File: src/inc/pxc_pkg.sv
// package for the port configuration and crossbar gate block
package pxc_pkg;
	localparam int NUM_BANK_PINS = 8;                 // pins in each of ports 0 and 1
	localparam int NUM_PORT2_PINS = 2;                // pins in port 2
	localparam logic [7:0] INPUT_MODE_RESET = 8'hff;  // all digital inputs
	localparam logic [7:0] OUTPUT_MODE_RESET = 8'h00; // open-drain
	localparam logic [7:0] SKIP_RESET = 8'h00;
	localparam logic [7:0] XBAR_SEL_RESET = 8'h00;
	localparam logic [2:0] DRIVE_RESET = 3'h0;        // low drive strength per bank
	localparam int XBAR_ENABLE_BIT = 6;               // enable bit in third select reg
	localparam int WEAK_PULLUP_DISABLE_BIT = 7;                   // pull-up disable bit in second select reg
	localparam int DEBUG_PIN_INDEX = 0;               // port 2 pin shared with debug data
	typedef enum logic [1:0] {
		PXC_MODE_GPIO   = 2'b00,
		PXC_MODE_PERIPH = 2'b01,
		PXC_MODE_ANALOG = 2'b10
	} pxc_pin_use_t;
endpackage : pxc_pkg

File: src/rtl/pxc_port_config.sv
// port pin configuration registers and crossbar output gate
// Function
// - ports 0,1 pins: GPIO, peripheral or analog
// - port 2 GPIO or analog, no peripheral; pin 0 shares debug
// - latch read returns pin state, zero on analog pins
// - per-pin push-pull or open-drain select
// - per-bank drive strength select
// - input mode one digital, zero analog
// - analog pin: no pull-up, driver, receiver
// - reset makes every pin a digital input
// - peripheral outputs use programmed output mode
// - serial bus pins always open-drain
// - pull-up on open-drain unless disable bit
// - pull-up off while pin drives low
// - crossbar enable bit in third select
// - disabled crossbar keeps pins as inputs
// - disabled crossbar disables all output drivers
// - skipped pins passed over by assignment
`timescale 1ns/1ps
module pxc_port_config #(
	parameter int NPINS = 18 // ports 0, 1 and 2 together
) (
	input  wire logic             ref_clk_in,
	input  wire logic             rstn_in,
	// software write port: select, data and strobe
	input  wire logic [3:0]       wr_sel_in,     // 0..2 in mode,3..5 out mode,6..8 skip,9..11 xbar,12 drv
	input  wire logic [7:0]       wr_data_in,
	input  wire logic             wr_en_in,
	input  wire logic [3:0]       rd_sel_in,
	output logic      [7:0]       rd_data_out,
	// per-pin routing from the crossbar decoder
	input  wire logic [NPINS-1:0] periph_sel_in,   // pin claimed by a peripheral
	input  wire logic [NPINS-1:0] periph_out_in,   // peripheral output level
	input  wire logic [NPINS-1:0] smbus_pin_in,    // pin carries serial bus data or clock
	input  wire logic [NPINS-1:0] gpio_out_in,     // port latch output level
	// pad side
	input  wire logic [NPINS-1:0] pad_in,
	output logic      [NPINS-1:0] pad_out,
	output logic      [NPINS-1:0] pad_oe_out,
	output logic      [NPINS-1:0] pad_pullup_out,
	output logic      [NPINS-1:0] pad_rx_en_out,
	output logic      [2:0]       bank_drive_out,
	output logic      [NPINS-1:0] pin_state_out,   // synchronised level for port latch reads
	output logic                  crossbar_global_enable_out,
	output logic      [NPINS-1:0] skip_mask_out
);
	logic [NPINS-1:0] port_input_mode_reg;
	logic [NPINS-1:0] port_output_mode_reg;
	logic [NPINS-1:0] port_skip_reg;
	logic [7:0]       crossbar_select_first;
	logic [7:0]       crossbar_select_second;
	logic [7:0]       crossbar_select_third;
	logic [2:0]       drive_reg;
	logic [NPINS-1:0] pad_meta;
	logic [NPINS-1:0] pad_sync;
	logic [NPINS-1:0] next_pad_out;
	logic [NPINS-1:0] next_pad_oe;
	logic [NPINS-1:0] next_pullup;
	logic [NPINS-1:0] next_rx_en;
	logic [NPINS-1:0] per_od;      // peripheral pin carrying the serial bus
	wire              xbar_on = crossbar_select_third[pxc_pkg::XBAR_ENABLE_BIT];
	wire              weak_pullup_disable = crossbar_select_second[pxc_pkg::WEAK_PULLUP_DISABLE_BIT];

	// register writes, taken on the next edge
	always_ff @(posedge ref_clk_in) begin
		if (!rstn_in) begin
			port_input_mode_reg    <= {NPINS{1'b1}};
			port_output_mode_reg   <= '0;
			port_skip_reg          <= '0;
			crossbar_select_first  <= pxc_pkg::XBAR_SEL_RESET;
			crossbar_select_second <= pxc_pkg::XBAR_SEL_RESET;
			crossbar_select_third  <= pxc_pkg::XBAR_SEL_RESET;
			drive_reg              <= pxc_pkg::DRIVE_RESET;
		end else if (wr_en_in) begin
			case (wr_sel_in)
				4'h0: port_input_mode_reg[7:0]   <= wr_data_in;
				4'h1: port_input_mode_reg[15:8]  <= wr_data_in;
				4'h2: port_input_mode_reg[17:16] <= wr_data_in[1:0];
				4'h3: port_output_mode_reg[7:0]  <= wr_data_in;
				4'h4: port_output_mode_reg[15:8] <= wr_data_in;
				4'h5: port_output_mode_reg[17:16] <= wr_data_in[1:0];
				4'h6: port_skip_reg[7:0]         <= wr_data_in;
				4'h7: port_skip_reg[15:8]        <= wr_data_in;
				4'h8: port_skip_reg[17:16]       <= wr_data_in[1:0];
				4'h9: crossbar_select_first      <= wr_data_in;
				4'ha: crossbar_select_second     <= wr_data_in;
				4'hb: crossbar_select_third      <= wr_data_in;
				4'hc: drive_reg                  <= wr_data_in[2:0];
				default: ;
			endcase
		end
	end

	// register reads, no side effects
	always_comb begin
		case (rd_sel_in)
			4'h0: rd_data_out = port_input_mode_reg[7:0];
			4'h1: rd_data_out = port_input_mode_reg[15:8];
			4'h2: rd_data_out = {6'h00, port_input_mode_reg[17:16]};
			4'h3: rd_data_out = port_output_mode_reg[7:0];
			4'h4: rd_data_out = port_output_mode_reg[15:8];
			4'h5: rd_data_out = {6'h00, port_output_mode_reg[17:16]};
			4'h6: rd_data_out = port_skip_reg[7:0];
			4'h7: rd_data_out = port_skip_reg[15:8];
			4'h8: rd_data_out = {6'h00, port_skip_reg[17:16]};
			4'h9: rd_data_out = crossbar_select_first;
			4'ha: rd_data_out = crossbar_select_second;
			4'hb: rd_data_out = crossbar_select_third;
			4'hc: rd_data_out = {5'h00, drive_reg};
			4'hd: rd_data_out = pin_state_out[7:0];   // port latch 0
			4'he: rd_data_out = pin_state_out[15:8];  // port latch 1
			4'hf: rd_data_out = {6'h00, pin_state_out[17:16]};
			default: rd_data_out = 8'h00;
		endcase
	end

	// per-pin driver decode
	genvar i;
	generate
		for (i = 0; i < NPINS; i++) begin : g_pin
			// port 2 pins never take a peripheral
			wire per = (i < 16) ? periph_sel_in[i] : 1'b0;
			wire lvl = per ? periph_out_in[i] : gpio_out_in[i];
			wire dig = port_input_mode_reg[i];
			wire od  = per_od[i] || !port_output_mode_reg[i];
			wire drv = xbar_on && dig && (!od || !lvl);
			assign per_od[i]       = per && smbus_pin_in[i];
			assign next_pad_out[i] = lvl;
			assign next_pad_oe[i]  = drv;
			assign next_pullup[i]  = dig && od && !weak_pullup_disable
				&& !(xbar_on && !lvl);
			assign next_rx_en[i]   = dig;
		end
	endgenerate

	// pad outputs registered; pad input synchronised
	always_ff @(posedge ref_clk_in) begin
		if (!rstn_in) begin
			pad_out        <= '0;
			pad_oe_out     <= '0;
			pad_pullup_out <= '0;
			pad_rx_en_out  <= '1;
			pad_meta       <= '0;
			pad_sync       <= '0;
		end else begin
			pad_out        <= next_pad_out;
			pad_oe_out     <= next_pad_oe;
			pad_pullup_out <= next_pullup;
			pad_rx_en_out  <= next_rx_en;
			pad_meta       <= pad_in;
			pad_sync       <= pad_meta;
		end
	end

	assign pin_state_out = pad_sync & port_input_mode_reg;
	assign bank_drive_out = drive_reg;
	assign crossbar_global_enable_out = xbar_on;
	assign skip_mask_out = port_skip_reg;
endmodule : pxc_port_config

File: config.mk
export PLATFORM = sky130hd
export DESIGN_NAME = pxc_port_config
export DESIGN_NICKNAME = d
export VERILOG_FILES = /design/src/inc/pxc_pkg.sv /design/src/rtl/pxc_port_config.sv
export SDC_FILE = /design/constraint.sdc
export NUM_CORES = 1
export LEC_CHECK = 0
export BUFFER_PORTS_ARGS = -buffer_cell sky130_fd_sc_hd__buf_4
export CAP_MARGIN = 25
export CORE_ASPECT_RATIO = 2
export CORE_UTILIZATION = 56
export DETAILED_ROUTE_END_ITERATION = 12
export PLACE_DENSITY = 0.92
export SETUP_SLACK_MARGIN = 0.05
export SKIP_LAST_GASP = 1
export SLEW_MARGIN = 0
export SYNTH_ARGS = -nofsm -noshare
export SYNTH_HDL_FRONTEND = slang
export SYNTH_SLANG_ARGS = --single-unit
File: constraint.sdc
create_clock -name ref_clk_in -period 3.5 [get_ports ref_clk_in]
set_input_delay 0.7 -clock ref_clk_in [delete_from_list [all_inputs] [get_ports ref_clk_in]]
set_output_delay 0.7 -clock ref_clk_in [all_outputs]
set_load 0.02 [all_outputs]
==> qor.csv <==
stage;metric;value;unit
clock_network;total clock buffers created by CTS;17;
logic_synthesis;post-synthesis sequential element count;189;
logic_synthesis;area of the mapped netlist;7730;um^2
logic_synthesis;Post-Syn Area per Cell;10.1;um^2
final_layout;highest-count cells in the layout ignoring fill and taps;buf_4 (231), dfxtp_1 (189), mux2i_1 (92);
floorplan;core outline area;13400;um^2
sta;worst clock skew;8.66;ps
grt;largest net degree at the start of global routing;154;
drt;post-route ant nets;0;
setup_path;Worst setup EP type;output port;
logic_synthesis;number of synthesized flops with an enable pin;0;
floorplan;area enclosed by the die boundary;14300;um^2
floorplan;Ports;229;
clock_network;post-CTS clock slew at the launch and capture registers of the worst setup and hold paths;70;ps
floorplan;Die H;168;um
worst_hold_path;number of cells on the worst hold path;1;
final_layout;layout overhead on the synthesized area;29.4;%
grt;number of global-route vias before repair;6293;
placed_design;count of buffers from port buffering;222;
setup_path;startpoint types;input pin;
floorplan;number of standard-cell rows in the floorplan;60;
clock_network;Worst-Skew Late Latency;420;ps
placed_design;DPL Wire Length;16.6;mm
sta;final hold viol count;0;
clock_network;buffer levels on the longest clock path;2;
final_layout;final cell area excluding filler cells;10000;um^2
setup_path;critical path class;in -> out;
clock_network;number of H-tree branching levels;4;
pwr;Worst IR Drop VDD;0.335;mV
sta;minimum clock period after layout;3180;ps
sta;transition time at the pin with the least slew margin;771;ps
sta;setup repair after global routing missed its margin;false;
logic_synthesis;yosys warns;0;
floorplan;horizontal extent of the die;85.1;um
clock_network;number of sinks handled by clock tree synthesis;189;
clock_network;number of hold buffers added after CTS;0;
sta;Final period util;90.9;%
run_status;outcome;finished, final reports clean;
drt;average wire per standard cell;20.1;um
logic_synthesis;post-synthesis sequential area ratio;48.9;%
flow_run;max-capacitance violation count;0;
drt;drt drc;0;
grt;first-pass GRT wire length;34.0;mm
pwr;leakage;4.36;nW
sta;number of max-slew violations in the final report;0;
drt;vias after detailed routing;6505;
drt;violation count after the first detailed-route iteration;430;
setup_path;Req. time, crit path;2800;ps
drt;detailed-route wire length;22.8;mm
clock_network;Root Buffer Master;clkbuf_16;
floorplan;Initial Utilization;57.5;%
logic_synthesis;net count after synthesis;876;
clock_network;clock tree from TritonCTS;built;
final_layout;fraction of final layout cells sized beyond drive strength 1;28.7;%
sta;Setup Viol. Count Final;0;
logic_synthesis;distinct cell type count of the synthesized netlist;57;
placed_design;final estimated routing congestion in global placement;1.04;
logic_synthesis;area fraction in and, or, nand and nor cells after synthesis;23.3;%
clock_network;post-CTS setup buffers;0;
logic_synthesis;async set or reset register ratio after synthesis;0;%
logic_synthesis;largest family of logic cells by synthesized area;simple AND/OR/NAND/NOR gates;
drt;detailed-routing iteration count for the pre-antenna-repair pass;4;
pwr;power density over the cells;465;nW/um^2
setup_path;worst-case reg-to-reg path depth;3;
drt;via/cell ratio;5.73;
logic_synthesis;gate count after technology mapping;767;
logic_synthesis;Synth Area in Compound Gates;10.6;%
final_layout;total number of nets in the final design;1077;
grt;initial antenna violation count;0;
sta;maximum operating frequency;314;MHz
setup_path;critical path arrival;2480;ps
grt;all-layer global routing usage;31.8;%
logic_synthesis;xor/xnor share of the synthesized area;0;%
worst_hold_path;worst hold path class;reg -> reg;
logic_synthesis;adder-cell share of the synthesized area;0;%
logic_synthesis;proportion of synthesized area in mux cells;13.6;%
final_layout;antenna diode instance count;0;
sta;worst slew margin relative to its limit;48.6;%
clock_network;post-cts resize count;0;
grt;GR Overflow Total;0;
final_layout;most common library cell in the layout ignoring fill and taps;buf_4;
final_layout;Layout Utilization;74.5;%
setup_path;critical-path maximum fanout;29;
sta;total negative slack;0;ps
logic_synthesis;Primary FF master, synth;dfxtp_1;
placed_design;cell area after placement;9420;um^2
[power by group]
part / internal, mW / leakage, nW / switching, mW / total [mW]
sequential: 2.21 / 1.55 / 0.0303 / 2.24
clock: 1.01 / 0.279 / 0.880 / 1.89
combinational: 0.240 / 2.54 / 0.283 / 0.522
[synth_stat cells, types with 2 or more instances]
cell type,count,share of area [%]
dfxtp_1,189,49
mux2i_1,92,12
nor2b_1,84,6.8
nand2_1,72,3.5
and2_1,61,4.9
nand3_1,31,2.0
clkbuf_1,22,1.1
nand2b_1,22,1.8
buf_2,20,1.3
nor2_1,19,0.92
a221oi_1,18,2.0
o2111a_1,16,2.3
a21oi_1,13,0.84
o21ai_0,9,0.58
a22oi_1,7,0.68
and3_1,6,0.49
inv_1,6,0.29
mux2_2,5,0.73
nor2_4,5,0.73
a211oi_1,4,0.39
a31oi_1,4,0.32
buf_6,4,0.58
nand3b_1,4,0.39
a21boi_0,3,0.29
buf_4,3,0.29
nand4_1,3,0.24
a21o_1,2,0.19
a2bb2oi_1,2,0.23
a32o_1,2,0.26
a32oi_1,2,0.23
mux2_1,2,0.29
mux2_4,2,0.39
nand3b_4,2,0.52
nor3_1,2,0.13
o211a_1,2,0.26
o221ai_1,2,0.23
o22a_1,2,0.23
o2bb2ai_1,2,0.23
o31ai_1,2,0.19
or3_1,2,0.16
[per-layer routing]
metal	vias up	wire [um]	track usage, %
met5	-	0	0
met4	0	1600	22.5
met3	100	1180	4.71
met2	311	12000	57.8
met1	3024	8010	32.4
li1	3070	-	-
[metrics by stage]
stage / hold slack (ps) / total power, mW / setup slack (ps) / cells
after floorplan: 412 / 2.56 / 800 / 767
after global placement: 415 / 2.80 / 349 / 1104
after detailed placement: 418 / 2.81 / 360 / 1104
after CTS: 434 / 4.66 / 335 / 1135
after global routing: 445 / 4.78 / 292 / 1135
final: 435 / 4.65 / 317 / 1135
[worst max-delay path: stages]
cell and delay [ps]:
buf_4 320, nor2b_1 180, a221oi_2 370, o2bb2ai_1 120, a221oi_1 510, nor2_1 110
buf_4 180
[layout make-up]
cell class	count	area, um^2
Clock buffer	17	425
Clock inverter	14	155
Fill cell	956	3430
Inverter	6	22.5
Multi-Input combinational cell	522	3670
Sequential cell	189	3780
Tap cell	155	194
Timing Repair Buffer	232	1750
[final timing paths]
kind                            startpoint        endpoint  slack, ps
hold / removal                 pad_meta[6]     pad_sync[6]        430
setup reg to reg  crossbar_select_third[6]   pad_oe_out[9]       1840
hold reg to reg                pad_meta[6]     pad_sync[6]        430
setup / recovery              rd_sel_in[0]  rd_data_out[4]        320
[cells by family (layout without fill, tap and decap cells)]
group                  after synthesis  after routing
AOI/OAI and AO/OA                  101            101
DFF                                189            189
muxes                              102            102
buffers and inverters               56            269
and+or+nand+nor                    319            319
Power figures use the tool's default switching activity.
